File: config.mk
export PLATFORM = sky130hd
export DESIGN_NAME = pmsq_regs
export DESIGN_NICKNAME = d
export VERILOG_FILES = /design/src/logic/pmsq_pkg.sv /design/src/logic/pmsq_key_edge.sv /design/src/logic/pmsq_regs.sv
export VERILOG_INCLUDE_DIRS = /design/src /design/src/logic
export SDC_FILE = /design/constraint.sdc
export NUM_CORES = 1
export LEC_CHECK = 0
export BUFFER_PORTS_ARGS = -buffer_cell sky130_fd_sc_hd__buf_2
export CORE_MARGIN = 3
export CORE_UTILIZATION = 34
export CTS_BUF_LIST = sky130_fd_sc_hd__clkbuf_4
export CTS_CLUSTER_SIZE = 40
export DETAILED_ROUTE_END_ITERATION = 7
export SYNTH_ARGS = -nofsm -noshare
export SYNTH_HDL_FRONTEND = slang
export SYNTH_SLANG_ARGS = --single-unit
File: constraint.sdc
create_clock -name clk -period 4.15 [get_ports clk]
set_input_delay 0 -clock clk [delete_from_list [all_inputs] [get_ports clk]]
set_output_delay 0 -clock clk [all_outputs]
set_load 0.005 [all_outputs]
File: src/logic/pmsq_consts.svh
// Address map, field positions, reset values and timing constants of the interrupt and sequence registers
`ifndef PMSQ_CONSTS_SVH
`define PMSQ_CONSTS_SVH

// Register addresses
`define PMSQ_ADDR_IRQ_EN2      8'h2A
`define PMSQ_ADDR_IRQ_STAT2    8'h2B
`define PMSQ_ADDR_SEQ1         8'h2C
`define PMSQ_ADDR_SEQ2         8'h2D

// Bit positions of the status register; the enable register holds only the top three
`define PMSQ_BIT_SHDN          7
`define PMSQ_BIT_RISE          6
`define PMSQ_BIT_FALL          5
`define PMSQ_BIT_TEMP_HIGH     1
`define PMSQ_BIT_TEMP_MID      0

// Writable and readable masks, reset values
`define PMSQ_IRQ_EN2_MASK      8'hE0
`define PMSQ_IRQ_EN2_RESET     8'h80
`define PMSQ_IRQ_STAT2_MASK    8'hE3
`define PMSQ_IRQ_STAT2_RESET   8'h00
`define PMSQ_UNMAPPED_DATA     8'h00

// Sequence priority codes
`define PMSQ_CODE_OFF          4'h0
`define PMSQ_CODE_FIRST        4'h1
`define PMSQ_CODE_LAST         4'hC

// Time between two sequence slots
`define PMSQ_STEP_TIME_NS      1000
`define PMSQ_CLK_FREQ_MHZ      250
`define PMSQ_NS_PER_US         1000

`endif

File: src/logic/pmsq_pkg.sv
// Types for the interrupt and power sequence register block
package pmsq_pkg;

    typedef struct packed {
        logic       wrEn;
        logic       rdEn;
        logic [7:0] addr;
        logic [7:0] wrData;
    } pmsq_reg_req_t;

    typedef struct packed {
        logic       rdValid;
        logic [7:0] rdData;
    } pmsq_reg_rsp_t;

    typedef struct packed {
        logic forcedShutdown;
        logic highTempPrewarn;
        logic midTempPrewarn;
    } pmsq_event_t;

    // Gray coded along idle -> up -> on -> down -> idle
    typedef enum logic [1:0] {
        SEQ_IDLE = 2'b00,
        SEQ_UP   = 2'b01,
        SEQ_ON   = 2'b11,
        SEQ_DOWN = 2'b10
    } pmsq_seq_state_t;

endpackage : pmsq_pkg

File: src/logic/pmsq_key_edge.sv
// Rising and falling edge detector for the power key level
`timescale 1ns/1ps
module pmsq_key_edge (
    // Clock and reset
    input  logic clk,
    input  logic srst,
    // Key level and edge pulses
    input  logic keyLevel,
    output logic risePulse,
    output logic fallPulse
);

    logic prev_q;
    logic prev_d;
    logic rise_q;
    logic rise_d;
    logic fall_q;
    logic fall_d;

    always_comb begin
        prev_d = keyLevel;
        rise_d = keyLevel & ~prev_q;
        fall_d = ~keyLevel & prev_q;
    end

    // The key level is captured during reset so a key held at release gives no false edge
    always_ff @(posedge clk) begin
        if (srst) begin
            prev_q <= keyLevel;
            rise_q <= 1'b0;
            fall_q <= 1'b0;
        end else begin
            prev_q <= prev_d;
            rise_q <= rise_d;
            fall_q <= fall_d;
        end
    end

    assign risePulse = rise_q;
    assign fallPulse = fall_q;

endmodule : pmsq_key_edge

File: src/logic/pmsq_regs.sv
// Second interrupt enable/status registers and converter power sequencer
`timescale 1ns/1ps
`include "pmsq_consts.svh"
module pmsq_regs
    import pmsq_pkg::*;
#(
    parameter int unsigned STEP_TIME_NS = `PMSQ_STEP_TIME_NS,
    parameter int unsigned CLK_FREQ_MHZ = `PMSQ_CLK_FREQ_MHZ
)(
    // Clock and reset
    input  logic               clk,
    input  logic               srst,
    // Register access
    input  pmsq_reg_req_t      regReq,
    output pmsq_reg_rsp_t      regRsp,
    // Factory options for the sequence registers
    input  logic [7:0]         factorySeq1,
    input  logic [7:0]         factorySeq2,
    // Event sources
    input  logic               powerKeyInput,
    input  pmsq_event_t        events,
    // Sequencer control
    input  logic               powerUpReq,
    input  logic               powerDownReq,
    output logic [3:0]         convEnable,
    output logic               seqBusy,
    // Interrupt
    output logic               irqOut
);

    localparam int unsigned NUM_CONV      = 4;
    localparam int unsigned CODE_W        = 4;
    // Step times below one clock round up to a single cycle
    localparam int unsigned STEP_RAW      = (STEP_TIME_NS * CLK_FREQ_MHZ) / `PMSQ_NS_PER_US;
    localparam int unsigned STEP_CYCLES   = (STEP_RAW < 1) ? 1 : STEP_RAW;
    localparam int unsigned STEP_W        = $clog2(STEP_CYCLES + 1);
    localparam logic [STEP_W-1:0] STEP_LAST = STEP_W'(STEP_CYCLES - 1);

    // Power key edges; a status bit follows one clock after the edge pulse
    logic keyRise;
    logic keyFall;

    pmsq_key_edge u_key_edge (
        .clk       (clk),
        .srst      (srst),
        .keyLevel  (powerKeyInput),
        .risePulse (keyRise),
        .fallPulse (keyFall)
    );

    // Register group: enable, status, sequence codes
    logic [7:0] irqEn_q;
    logic [7:0] irqEn_d;
    logic [7:0] irqStat_q;
    logic [7:0] irqStat_d;
    logic [7:0] seq1_q;
    logic [7:0] seq1_d;
    logic [7:0] seq2_q;
    logic [7:0] seq2_d;
    logic [7:0] eventVec;
    logic       wrEn2;
    logic       rdStat2;
    logic       wrSeq1;
    logic       wrSeq2;

    logic       selEn2;
    logic       selStat2;
    logic       selSeq1;
    logic       selSeq2;

    // Reserved status bits have no source, so they always read zero
    always_comb begin
        eventVec                     = 8'h00;
        eventVec[`PMSQ_BIT_SHDN]      = events.forcedShutdown;
        eventVec[`PMSQ_BIT_RISE]      = keyRise;
        eventVec[`PMSQ_BIT_FALL]      = keyFall;
        eventVec[`PMSQ_BIT_TEMP_HIGH] = events.highTempPrewarn;
        eventVec[`PMSQ_BIT_TEMP_MID]  = events.midTempPrewarn;
    end

    // One select per mapped register, shared by the write and clear paths; the read mux decodes the address itself
    assign selEn2   = (regReq.addr == `PMSQ_ADDR_IRQ_EN2);
    assign selStat2 = (regReq.addr == `PMSQ_ADDR_IRQ_STAT2);
    assign selSeq1  = (regReq.addr == `PMSQ_ADDR_SEQ1);
    assign selSeq2  = (regReq.addr == `PMSQ_ADDR_SEQ2);

    assign wrEn2    = regReq.wrEn && selEn2;
    assign wrSeq1   = regReq.wrEn && selSeq1;
    assign wrSeq2   = regReq.wrEn && selSeq2;
    assign rdStat2  = regReq.rdEn && selStat2;

    always_comb begin
        irqEn_d   = irqEn_q;
        irqStat_d = irqStat_q;
        seq1_d    = seq1_q;
        seq2_d    = seq2_q;
        // Only the three enable bits store; the low five stay zero
        if (wrEn2) begin
            irqEn_d = regReq.wrData & `PMSQ_IRQ_EN2_MASK;
        end
        if (wrSeq1) begin
            seq1_d = regReq.wrData;
        end
        if (wrSeq2) begin
            seq2_d = regReq.wrData;
        end
        // Status is software read-only; a read clears it, but an event in the same cycle survives
        if (rdStat2) begin
            irqStat_d = 8'h00;
        end
        irqStat_d = (irqStat_d | eventVec) & `PMSQ_IRQ_STAT2_MASK;
    end

    // Sequence codes reload from the factory option at every reset
    always_ff @(posedge clk) begin
        if (srst) begin
            irqEn_q   <= `PMSQ_IRQ_EN2_RESET;
            irqStat_q <= `PMSQ_IRQ_STAT2_RESET;
            seq1_q    <= factorySeq1;
            seq2_q    <= factorySeq2;
        end else begin
            irqEn_q   <= irqEn_d;
            irqStat_q <= irqStat_d;
            seq1_q    <= seq1_d;
            seq2_q    <= seq2_d;
        end
    end

    // Read response and interrupt output; a read and a write in one cycle return the old contents
    localparam logic [7:0] EN_MASK = `PMSQ_IRQ_EN2_MASK;

    logic [7:0] irqHit;
    logic [7:0] rdData_q;
    logic [7:0] rdData_d;
    logic       rdValid_q;
    logic       rdValid_d;
    logic       irq_q;
    logic       irq_d;

    // A status bit raises the interrupt only while its enable is set
    genvar bi;
    generate
        for (bi = 0; bi < 8; bi++) begin : g_irq_hit
            assign irqHit[bi] = irqStat_q[bi] & irqEn_q[bi] & EN_MASK[bi];
        end
    endgenerate

    always_comb begin
        rdValid_d = regReq.rdEn;
        rdData_d  = rdData_q;
        if (regReq.rdEn) begin
            case (regReq.addr)
                `PMSQ_ADDR_IRQ_EN2:   rdData_d = irqEn_q & `PMSQ_IRQ_EN2_MASK;
                `PMSQ_ADDR_IRQ_STAT2: rdData_d = irqStat_q;
                `PMSQ_ADDR_SEQ1:      rdData_d = seq1_q;
                `PMSQ_ADDR_SEQ2:      rdData_d = seq2_q;
                default:              rdData_d = `PMSQ_UNMAPPED_DATA;
            endcase
        end
        // Temperature bits have no enable here, so they never raise this output
        irq_d = |irqHit;
    end

    always_ff @(posedge clk) begin
        if (srst) begin
            rdData_q  <= 8'h00;
            rdValid_q <= 1'b0;
            irq_q     <= 1'b0;
        end else begin
            rdData_q  <= rdData_d;
            rdValid_q <= rdValid_d;
            irq_q     <= irq_d;
        end
    end

    assign regRsp.rdData  = rdData_q;
    assign regRsp.rdValid = rdValid_q;
    assign irqOut         = irq_q;

    // Power sequencer; codes are read live, so a code rewritten mid-ramp acts at its new slot
    logic [NUM_CONV-1:0][CODE_W-1:0] convCode;
    logic [NUM_CONV-1:0]             slotHit;
    logic [NUM_CONV-1:0]             codeLive;

    // Converter 3 code sits in the low nibble of the second sequence register
    assign convCode = {seq2_q, seq1_q};

    pmsq_seq_state_t     state_q;
    pmsq_seq_state_t     state_d;
    logic [CODE_W-1:0]   slot_q;
    logic [CODE_W-1:0]   slot_d;
    logic [STEP_W-1:0]   stepCnt_q;
    logic [STEP_W-1:0]   stepCnt_d;
    logic [NUM_CONV-1:0] convEn_q;
    logic [NUM_CONV-1:0] convEn_d;
    logic                stepDone;
    logic                downReq;

    // Codes above the last slot are never reached, so such a converter stays off
    genvar gi;
    generate
        for (gi = 0; gi < NUM_CONV; gi++) begin : g_slot
            assign codeLive[gi] = (convCode[gi] != `PMSQ_CODE_OFF) && (convCode[gi] <= `PMSQ_CODE_LAST);
            assign slotHit[gi]  = codeLive[gi] && (convCode[gi] == slot_q);
        end
    endgenerate

    assign stepDone = (stepCnt_q == STEP_LAST);
    // A forced shutdown also walks the converters down in reverse order
    assign downReq  = powerDownReq | events.forcedShutdown;

    // A slot's converters switch at its last clock, so each slot spans STEP_CYCLES clocks
    always_comb begin
        state_d   = state_q;
        slot_d    = slot_q;
        stepCnt_d = stepCnt_q;
        convEn_d  = convEn_q;
        case (state_q)
            SEQ_IDLE: begin
                stepCnt_d = '0;
                if (powerUpReq && !downReq) begin
                    state_d = SEQ_UP;
                    slot_d  = `PMSQ_CODE_FIRST;
                end
            end
            SEQ_UP: begin
                if (downReq) begin
                    // Abort mid ramp: unwind from the current slot
                    state_d   = SEQ_DOWN;
                    stepCnt_d = '0;
                end else if (stepDone) begin
                    convEn_d  = convEn_q | slotHit;
                    stepCnt_d = '0;
                    if (slot_q == `PMSQ_CODE_LAST) begin
                        state_d = SEQ_ON;
                    end else begin
                        slot_d = slot_q + 1'b1;
                    end
                end else begin
                    stepCnt_d = stepCnt_q + 1'b1;
                end
            end
            SEQ_ON: begin
                stepCnt_d = '0;
                if (downReq) begin
                    state_d = SEQ_DOWN;
                    slot_d  = `PMSQ_CODE_LAST;
                end
            end
            SEQ_DOWN: begin
                if (stepDone) begin
                    convEn_d  = convEn_q & ~slotHit;
                    stepCnt_d = '0;
                    if (slot_q == `PMSQ_CODE_FIRST) begin
                        state_d = SEQ_IDLE;
                        slot_d  = `PMSQ_CODE_OFF;
                    end else begin
                        slot_d = slot_q - 1'b1;
                    end
                end else begin
                    stepCnt_d = stepCnt_q + 1'b1;
                end
            end
            default: begin
                // An illegal state drops every converter at once rather than guess an order
                state_d   = SEQ_IDLE;
                slot_d    = `PMSQ_CODE_OFF;
                stepCnt_d = '0;
                convEn_d  = '0;
            end
        endcase
    end

    always_ff @(posedge clk) begin
        if (srst) begin
            state_q   <= SEQ_IDLE;
            slot_q    <= `PMSQ_CODE_OFF;
            stepCnt_q <= '0;
            convEn_q  <= '0;
        end else begin
            state_q   <= state_d;
            slot_q    <= slot_d;
            stepCnt_q <= stepCnt_d;
            convEn_q  <= convEn_d;
        end
    end

    assign convEnable = convEn_q;
    // Decoded from the state register, so busy carries no extra latency
    assign seqBusy    = (state_q == SEQ_UP) || (state_q == SEQ_DOWN);

endmodule : pmsq_regs

Word-level counts from Yosys, hierarchy flattened
Index checks and enable logic that the tools add are counted.

Add/sub/neg operators: 3. Bitwise logic cells: 12. Reduce and logical (&&, ||, !) cells: 28. Div/mod/pow operators: 0. Multiplexer cells: 29. $mul: 0. Equality and inequality tests: 23. Shift operators: 0. $lt $le $gt $ge: 4.

Operators with widths (number): $mux W8 (7); $mux W4 (10); $eq A8 B6 Y1 const B (4); $pmux W8 S4 (1); $pmux W8 S3 (1); $eq A4 B4 Y1 (4); $le A4 B4 Y1 const B (4); $pmux W4 S4 (1); $reduce_bool A4 Y1 (4); $mux W2 (7); $ne A2 B2 Y1 const B (7); $logic_and A1 B1 Y1 (13); $reduce_and A6 Y1 (2); $add A8 B1 Y8 const B (1); $eq A8 B8 Y1 const B (1); $or A8 B8 Y8 (1); $pmux W2 S4 (1); $pmux W4 S2 (1); $ne A3 B3 Y1 const B (2); $reduce_bool A2 Y1 (3); $and A1 B1 Y1 (5); $add A4 B1 Y4 const B (1); $and A4 B4 Y4 (1); $eq A2 B2 Y1 const B (2); 14 further kinds (15).

Memories kept: 0. RAM bits: 0. Latch bits: 0. Register bits: 58. Input port bits: 42. ROM bits: 0. Logic and storage cells: 114.

Logic depth before layout (Yosys ltp)
Gate-level depths: netlist of the first run.

Depth in word-level cells: 7. Gate-level depth with buffers: 8.

Modules after synthesis
A second synthesis of the first run with hierarchy kept.

Cells, all modules: 316. Area, all modules: 2894.0 µm².

Modules (own cells, without submodules): pmsq_regs (area an instance 2819.0 µm², cells an instance 311, instances 1, seq. area each 1201.2 µm²); pmsq_key_edge (area an instance 75.1 µm², cells an instance 5, instances 1, seq. area each 60.1 µm²).

Least setup slack after synthesis of the first run
No wires, ideal clock.

Path type: register to register. Start point: reg slot_q[0]. End point: reg slot_q[2]. Path slack: 1.695 ns. Library setup time: 0.070 ns. Stages on the path, launching flop included: 9. Period minus slack after synthesis: 2.455 ns. Buffers on the path: 1. Data arrival time: 2.385 ns. Path through: dfxtp_1 -> clkbuf_1 -> inv_1 -> ha_1 -> a311o_2 -> o31ai_1 -> nand3_2 -> or4_1 -> a21oi_1.

Cells in the longest elaborated chain, start to end: 5. Elaborated cells on any way between the ends: 12.

Ends and longest elaborated chain: start, declared (line pmsq_regs.sv:190) `logic [CODE_W-1:0] slot_q;`; start signal, assigned (line pmsq_regs.sv:277) `` slot_q <= `PMSQ_CODE_OFF; ``; start signal, assigned (line pmsq_regs.sv:282) `slot_q <= slot_d;`; $add A4 B1 Y4 (line pmsq_regs.sv:237) `slot_d = slot_q + 1'b1;`; $mux W4 (line pmsq_regs.sv:234) `` if (slot_q == `PMSQ_CODE_LAST) begin ``; $mux W4 (line pmsq_regs.sv:231) `end else if (stepDone) begin`; $mux W4 (line pmsq_regs.sv:227) `if (downReq) begin`; $pmux W4 S4 (line pmsq_regs.sv:218) `case (state_q)`.

Parallel ways exist; a longest one is shown, timed or not. The select of a mux whose other input is x is not followed. A chain may end at the register's enable or synchronous reset.

Final worst setup path of the first run
Start point: reg slot_q[1]. End point: reg slot_q[2].

Same word-level chain as after synthesis.

==> flow_summary.yaml, run 1 <==
status:
  status: "completed"
sta:
  rsz0062_at_grt: "no"
  slew_violations: 0
  setup_viol: 0
  fin_tns_setup_ns: 0
  fmax_mhz: 388
  period_needed_ns: 2.58
  maxSlewHeadroom_pct: 38.2
  worst_pin_slew_ns: 0.927
  fin_hold_ws_ns: 0.0974
  fin_skew_ns: 0.0132
  fin_crit_sh_pct: 62.1
  hold_violations: 0
pwr:
  leakage_nw: 1.47
  power.density_nw_per_um2: 291
  irDropWorstVdd_v: 0.000122
  finalPower_mw: 1.06
global_route:
  grt_pass1_wl_mm: 11.3
  grt_usage_pct: 14.1
  grt-ovfl-total: 0
  antenna_found_initial: 0
  grt_pass1_vias: 2388
  grt_max_degree: 58
route:
  wl_per_cell_um: 13.3
  first_iter_violations: 225
  avgViaCountPerCell: 4.97
  num_vias: 2520
  drc: 0
  wirelength_mm: 6.75
  drtAntennaViolNets: 0
  drtPass1Iterations: 5
floorplan:
  coreArea_um2: 8260
  die_h_um: 98.3
  dieArea_um2: 9670
  fp.dieW_um: 98.3
  initial_utilization_pct: 35.1
  rows: 33
  io_pins: 57
place:
  dpl_cell_area_um2: 3220
  io_buffers: 56
  gp_congestion: 0.793
  post-dp-hpwl_mm: 4.92
critical_path:
  criticalPathCategory: "register to register"
  r2r_slack_ns: 1.57
  rr_startpoint: "slot_q[1]"
  slowest_stage: "dfxtp_1"
  critPathMaxStageDelay_ns: 0.63
  crit_chain: "inv_1 -> ha_1 -> a311o_2 -> o31ai_1 -> nand3_2 -> or4_1 -> a21oi_1"
  critPathMaxFanout: 11
  arrival_ns: 2.89
  crit_buf_inv: 1
  critPathLaunch: "slot_q[1]"
  crit_family: "compound AO/OA/AOI/OAI gates"
  cp-start-kind: "register"
  cp-end-kind: "register"
  crit_required_ns: 4.46
hold_path:
  hold_path_class: "input port to register"
  hold_start: "powerDownReq"
clock_tree:
  cts_max_level: 2
  post_cts_buffers: 0
  cts_tree: "yes"
  cts_made_buffers: 5
  root_buffer: "clkbuf_4"
  clk_pin_slew_ns: 0.16
  clk_latency_ns: 0.37
  clock_path_buffers: 2
  cts_sinks: 55
synth:
  synthTopCellsByCount: "nand2_1, dfxtp_1, nor2_1"
  ys_seq_area_share_pct: 43.5
  synth_top_area_share_pct: 26.9
  synth_nets: 367
  ys_types: 53
  ys_ff_latch: 55
  synthTopCellsByArea: "dfxtp_1, edfxtp_1, nand2_1"
  synth_edf_count: 16
  syn_area_um2: 2900
  yosysMostFrequentCell: "nand2_1"
  synth_area_leader_cell: "dfxtp_1"
  synth_top_flop_cell: "dfxtp_1"
  postSynthCellCount: 316
  yosysWarnings: 0
  synth_area_per_cell_um2: 9.17
  synthArstFlopShare_pct: 0
run:
  maxCapViolCount: 0
finish:
  antenna_cells: 0
  design_area_um2: 3640
  syn2layout_area_growth_pct: 25.6
  drive_gt1_share_pct: 18.4
  nets: 452
  fillers: 820
  utilization_pct: 44.1
## through the flow
stage / cells / worst slack [ns]
floorplan: 316 / 1.70
global placement: 463 / 1.69
detailed placement: 463 / 1.61
CTS: 507 / 1.58
global route: 507 / 1.37
finish: 507 / 1.57
## where the power goes
part / leakage [nW] / internal (mW) / total [mW] / switching, mW
combinational: 0.962 / 0.104 / 0.205 / 0.101
sequential: 0.473 / 0.582 / 0.616 / 0.0338
clock: 0.0333 / 0.0728 / 0.237 / 0.164
total: 1.47 / 0.759 / 1.06 / 0.299
## registers in the layout (all words and copies together), names as in the netlist, 2 cells and up, named ones only
signal and cells:
irqEn_q 3, rdData_q 8, irqStat_q 5, seq1_q 8, slot_q 4, state_q 2
stepCnt_q 8, seq2_q 8
## logic make-up (layout without fill, tap and decap cells)
logic type	after synthesis	after routing	share of synthesized area, %
mux	7	7	2.42
fa+ha+maj	9	9	3.88
buf+inv	25	111	4.57
simple gates	136	136	23.9
flops	55	55	43.5
xor+xnor	20	20	6.04
compound gates	64	64	15.7
## worst paths after layout
check                    endpoint  depth (start not counted)
max                     slot_q[2]                          7
min                    state_q[0]                          4
max reg2reg             slot_q[2]                          7
min reg2reg  u_key_edge.risePulse                          1
## area by class of cell
type,count,area (um^2),area share [%]
multi-input cells,236,1510,41.3
flip-flops and latches,55,1260,34.6
clock buffers,6,45.0,1.24
well taps,105,131,3.61
inverters,10,37.5,1.03
clock inverters,2,12.5,0.344
repair buffers,93,648,17.8
## worst register-to-register path, stage by stage, from the launching register on
cell and delay (ns):
dfxtp_1 0.63, inv_1 0.13, ha_1 0.25, a311o_2 0.39, o31ai_1 0.24, nand3_2 0.21, or4_1 0.54, a21oi_1 0.14
## cell usage in the layout (no fill, tap or decap), drive strengths merged, types with 5 or more instances in the layout
master and n:
a211oi 5, xor2 6, dfxtp 39, nor3b 5, ha 9, a21oi 20
clkbuf 6, edfxtp 16, nor4 7, buf 57, inv 9, nand4 8
mux2i 7, nand2 43, a211o 5, a22oi 13, nand3 5, dlygate4sd3 36
xnor2 14, nand2b 9, o22ai 5, nor2 39
## per-layer routing
layer  global-route usage [%]  vias to the layer above  wire length, um
met2                     23.3                       69             3150
met3                     2.21                        4              352
met5                        0                        -                0
met4                     3.99                        0               55
li1                         -                     1301                -
met1                     19.0                     1146             3190
## repair_timing
action / in CTS / in global routing
resized for setup: 0 / 0
hold buffers: 36 / 0
hold endpoints to repair: 26 / 0
(Power assumes the default switching activity.)
==> run 2: changes to the inputs <==
Clock period 4.15 ns to 2.1 ns, I/O delays scaled along.
==> run 2 against run 1 <==
Compared with the run above:
- count of clock-buffer cells in the layout is 1 lower
- register-to-register slack worse by 1.5 ns
- worst hold slack worse by 0.063 ns
- final cell count is 2.6% higher
- die area stayed put
- maximum frequency is 26% higher
- routed wire length is 7.1% higher
- via count is 5.5% higher
- first-iteration DRC count is 27% lower
- clock skew is 0.0054 ns higher
- largest cell class unchanged
- highest routed layer unchanged
==> flow_summary.yaml, run 2 (same netlist as run 1, synthesis figures left out) <==
place:
  dpl_cell_area_um2: 3300
  io_buffers: 56
  gp_congestion: 0.842
  pre_cts_slack_ns: 0.0704
  post-dp-hpwl_mm: 5.19
pwr:
  power.density_nw_per_um2: 627
  p_sw_mw: 0.646
  p_sw_share_pct: 26.7
  p_seq_share_pct: 49.9
  irDropWorstVdd_v: 0.000292
  p_clk_share_pct: 30.4
  leakage_nw: 1.57
  p_comb_share_pct: 19.7
  intPower_mw: 1.78
finish:
  nets: 465
  design_area_um2: 3860
  final_common_cell: "buf_2"
  final_cell_mix: "buf_2, nand2_1, nor2_1, dlygate4sd3_1, dfxtp_1"
  drive_gt1_share_pct: 24.3
  antenna_cells: 0
  syn2layout_area_growth_pct: 33.3
  fillers: 793
global_route:
  grt-ovfl-total: 0
  antenna_found_initial: 0
  grt_pass1_wl_mm: 12.2
  grt_pass1_vias: 2566
  grt_max_degree: 26
  grt_usage_pct: 15.1
hold_path:
  hold_path_class: "input port to register"
  hold_start: "srst"
  hold_depth: 2
sta:
  worst_pin_slew_ns: 0.615
  maxSlewHeadroom_pct: 58.6
  setup_viol: 0
  fin_crit_sh_pct: 97.7
  fin_skew_ns: 0.0186
  hold_violations: 0
  rsz0062_at_grt: "yes"
  setup_ws_ns: 0.0477
  period_needed_ns: 2.05
  fin_hold_ws_ns: 0.0345
  fmax_mhz: 487
  slew_violations: 0
clock_tree:
  cts_made_buffers: 5
  clk_pin_slew_ns: 0.17
  cts_max_level: 2
  clock_path_buffers: 2
  clk_latency_ns: 0.39
  cts_tree: "yes"
  root_buffer: "clkbuf_4"
  cts_sinks: 55
floorplan:
  fp.dieW_um: 98.3
  dieArea_um2: 9670
  initial_utilization_pct: 35.1
  coreArea_um2: 8260
  io_pins: 57
  rows: 33
  die_h_um: 98.3
critical_path:
  criticalPathCategory: "register to register"
  r2r_cells: 7
  crit_family: "simple AND/OR/NAND/NOR gates"
  slowest_stage: "a211o_4"
  critPathMaxFanout: 4
  crit_chain: "inv_1 -> ha_2 -> or3b_4 -> a211o_4 -> nor4_4 -> nor2_1 -> a211oi_1"
  critPathMaxStageDelay_ns: 0.40
  crit_buf_inv: 1
  arrival_ns: 2.37
  cp.depth: 7
  cp-end-kind: "register"
  crit_required_ns: 2.42
  rr_startpoint: "state_q[1]"
  cp-start-kind: "register"
  critPathLaunch: "state_q[1]"
route:
  num_vias: 2658
  avgViaCountPerCell: 5.11
  drtAntennaViolNets: 0
  wl_per_cell_um: 13.9
  drc: 0
  first_iter_violations: 164
  wirelength_mm: 7.23
  drtPass1Iterations: 5
run:
  maxCapViolCount: 0
status:
  status: "completed"
run 2: cell types whose count changed in the layout (fill, tap and decap cells not counted), sizes merged:
cell | before | now
buf | 57 | 70
bufinv | 0 | 2
clkinv | 3 | 1
clkbuf | 6 | 5
inv | 9 | 10
run 2: through the flow:
step                setup TNS, ns  power (mW)  utilization [%]  std cells
global placement                0        1.60             40.0        472
CTS                             0        2.41             45.7        516
detailed placement              0        1.61             40.0        472
finish                          0        2.42             46.8        520
global route               -0.109        2.55             46.8        520
floorplan                       0        1.49                -        316
run 2: cell type report:
class,instances,area [um^2],share of cell area (%)
Clock inverter,3,71.3,1.85
Multi-Input combinational cell,236,1570,40.7
Timing Repair Buffer,106,746,19.3
Sequential cell,55,1270,32.8
Inverter,10,37.5,0.972
Tap cell,105,131,3.40
Clock buffer,5,37.5,0.972
run 2: power by group through the flow:
| stage | Clock (mW) | Combinational (mW) | Sequential, mW |
|---|---|---|---|
| floorplan | 0 | 0.274 | 1.21 |
| global placement | 0 | 0.372 | 1.23 |
| detailed placement | 0 | 0.380 | 1.23 |
| CTS | 0.763 | 0.442 | 1.21 |
| global route | 0.800 | 0.534 | 1.22 |
| finish | 0.737 | 0.478 | 1.21 |
run 2: worst paths after layout:
| check | slack, ns | to |
|---|---|---|
| min | 0.03 | slot_q[1] |
| max reg2reg | 0.05 | register |
| min reg2reg | 0.45 | u_key_edge.risePulse |
| max | 0.05 | register |
run 2: per-layer routing:
metal / track usage, % / wire length (um) / vias up
met5: 0 / 0 / -
met4: 4.10 / 104 / 0
met3: 2.57 / 442 / 10
met2: 25.0 / 3420 / 92
met1: 20.4 / 3260 / 1229
li1: - / - / 1327
run 2: repair_timing:
action                                  in CTS  in global routing
endpoints found under the setup margin       1                  7
pin swaps                                    0                  3
buffers inserted                             0                  4
endpoints found under the hold margin       26                  0
hold buffers                                36                  0
resized for setup                            1                 14
run 2: worst reg2reg max path: cells and delay by family, from the launching register on:
kind	cells	cell delay (ns)
flip-flops	1	0.36
adder cells (fa/ha/maj)	1	0.20
buffers and inverters	1	0.08
AO/OA/AOI/OAI	2	0.59
AND/OR/NAND/NOR	3	0.76
==> run 3: changes to the inputs <==
Settings changed: CORE_MARGIN 3 to unset, SLEW_MARGIN set to 30.
==> run 3 against run 2 <==
Compared with the run above:
- global-route usage rose by 1.5 points
- die area is 8.0% lower
- combinational power barely moved
- critical path depth stayed put
- via count is 2.9% lower
- count of clock-buffer cells in the layout rose by 1
- clock power fell by 36%
- maximum frequency up 1.1%
==> flow_summary.yaml, run 3 (same netlist as run 1, synthesis figures left out) <==
pwr:
  finalPower_mw: 2.16
  p_sw_share_pct: 28.6
  p_seq_share_pct: 55.9
  leakage_nw: 1.54
  p_clk_share_pct: 22.0
  p_comb_share_pct: 22.1
  intPower_mw: 1.54
  p_sw_mw: 0.618
  irDropWorstVdd_v: 0.000264
  power.density_nw_per_um2: 564
hold_path:
  hold_depth: 2
  hold_path_class: "input port to register"
clock_tree:
  cts_tree: "yes"
  cts_made_buffers: 5
  cts_max_level: 2
  clk_latency_ns: 0.38
  root_buffer: "clkbuf_4"
  cts_sinks: 55
  clock_path_buffers: 2
  clk_pin_slew_ns: 0.16
finish:
  antenna_cells: 0
  regArea_um2: 1260
  syn2layout_area_growth_pct: 32.0
  drive_gt1_share_pct: 23.9
  fillers: 768
  nets: 465
  multi_input_area_um2: 1590
  final_cell_mix: "buf_2, nand2_1, nor2_1, dfxtp_1, dlygate4sd3_1"
  final_common_cell: "buf_2"
  final_cells: 520
route:
  num_vias: 2581
  wirelength_mm: 7.04
  drt-met1-wl_mm: 3.35
  drtAntennaViolNets: 0
  drc: 0
  avgViaCountPerCell: 4.96
  top_layer: "met4"
  first_iter_violations: 151
  met3WireLength_um: 292
  drtPass1Iterations: 5
  wl_met2_mm: 3.32
  wl_per_cell_um: 13.5
critical_path:
  r2r_cells: 7
  slowest_stage: "or3_2"
  cp-start-kind: "register"
  cp-end-kind: "register"
  criticalPathCategory: "register to register"
  r2r_slack_ns: 0.07
  cp.depth: 7
  arrival_ns: 2.34
  crit_required_ns: 2.41
  critPathMaxFanout: 6
  crit_family: "compound AO/OA/AOI/OAI gates"
  critPathMaxStageDelay_ns: 0.47
  crit_chain: "inv_1 -> ha_4 -> a311o_2 -> o31ai_4 -> nand3_2 -> or3_2 -> a21oi_1"
  crit_buf_inv: 1
floorplan:
  rows: 33
  io_pins: 57
  die_h_um: 94.3
  coreArea_um2: 8220
  dieArea_um2: 8900
  initial_utilization_pct: 35.3
  fp.dieW_um: 94.3
sta:
  slew_violations: 0
  worst_pin_slew_ns: 0.481
  period_needed_ns: 2.03
  maxSlewHeadroom_pct: 67.6
  fin_hold_ws_ns: 0.0374
  fin_crit_sh_pct: 96.6
  setup_ws_ns: 0.0709
  hold_violations: 0
  fin_skew_ns: 0.0148
  fmax_mhz: 493
  setup_viol: 0
place:
  placed_cells: 473
  pre_cts_slack_ns: 0.0368
  io_buffers: 56
  post-dp-hpwl_mm: 4.84
  gp_congestion: 0.839
status:
  status: "completed"
global_route:
  grt_pass1_wl_mm: 11.6
  grt_pass1_vias: 2388
  grt_usage_pct: 16.6
  grt-ovfl-total: 0
  grt_max_degree: 23
  antenna_found_initial: 0
run:
  maxCapViolCount: 0
## run 3: power by group through the flow
stage	combinational, mW	clock (mW)	sequential, mW
floorplan	0.274	0	1.21
global placement	0.371	0	1.23
detailed placement	0.375	0	1.23
CTS	0.434	0.500	1.20
global route	0.533	0.530	1.21
finish	0.477	0.475	1.21
## run 3: worst reg2reg max path, cell delays in order, from the launching register on
cell and delay (ns):
dfxtp_2 0.35, inv_1 0.08, ha_4 0.19, a311o_2 0.34, o31ai_4 0.24, nand3_2 0.15
or3_2 0.47, a21oi_1 0.14
## run 3: layout make-up
type / instances / share of cell area (%)
repair buffers: 106 / 19.5
clock buffers: 6 / 1.18
multi-input cells: 236 / 41.5
flip-flops and latches: 55 / 33.0
clock inverters: 2 / 0.327
inverters: 10 / 0.981
well taps: 105 / 3.43
## run 3: path summary, 6_finish.rpt
path / from / to
max reg2reg: slot_q[1] / slot_q[1]
min: srst / rdData_q[4]
max: slot_q[1] / slot_q[1]
min reg2reg: u_key_edge.prev_q / u_key_edge.risePulse
## run 3: per-stage QoR
step | utilization, % | instance area (um^2) | TNS, ns
floorplan | - | 2920 | 0
global placement | 40.2 | 3310 | 0
detailed placement | 40.2 | 3310 | 0
CTS | 45.5 | 3730 | 0
global route | 46.6 | 3830 | -0.0373
finish | 46.6 | 3830 | 0
## run 3: repair_timing
action,CTS,global route
endpoints found under the setup margin,1,7
hold endpoints to repair,26,0
hold buffers,36,0
gates cloned,0,0
setup buffers,0,3
pin swaps,0,6
resized for setup,2,12
## run 3: routing by layer
layer | vias up | GRT usage [%]
li1 | 1321 | -
met5 | - | 0
met1 | 1189 | 23.0
met4 | 0 | 5.13
met3 | 6 | 2.50
met2 | 65 | 26.4
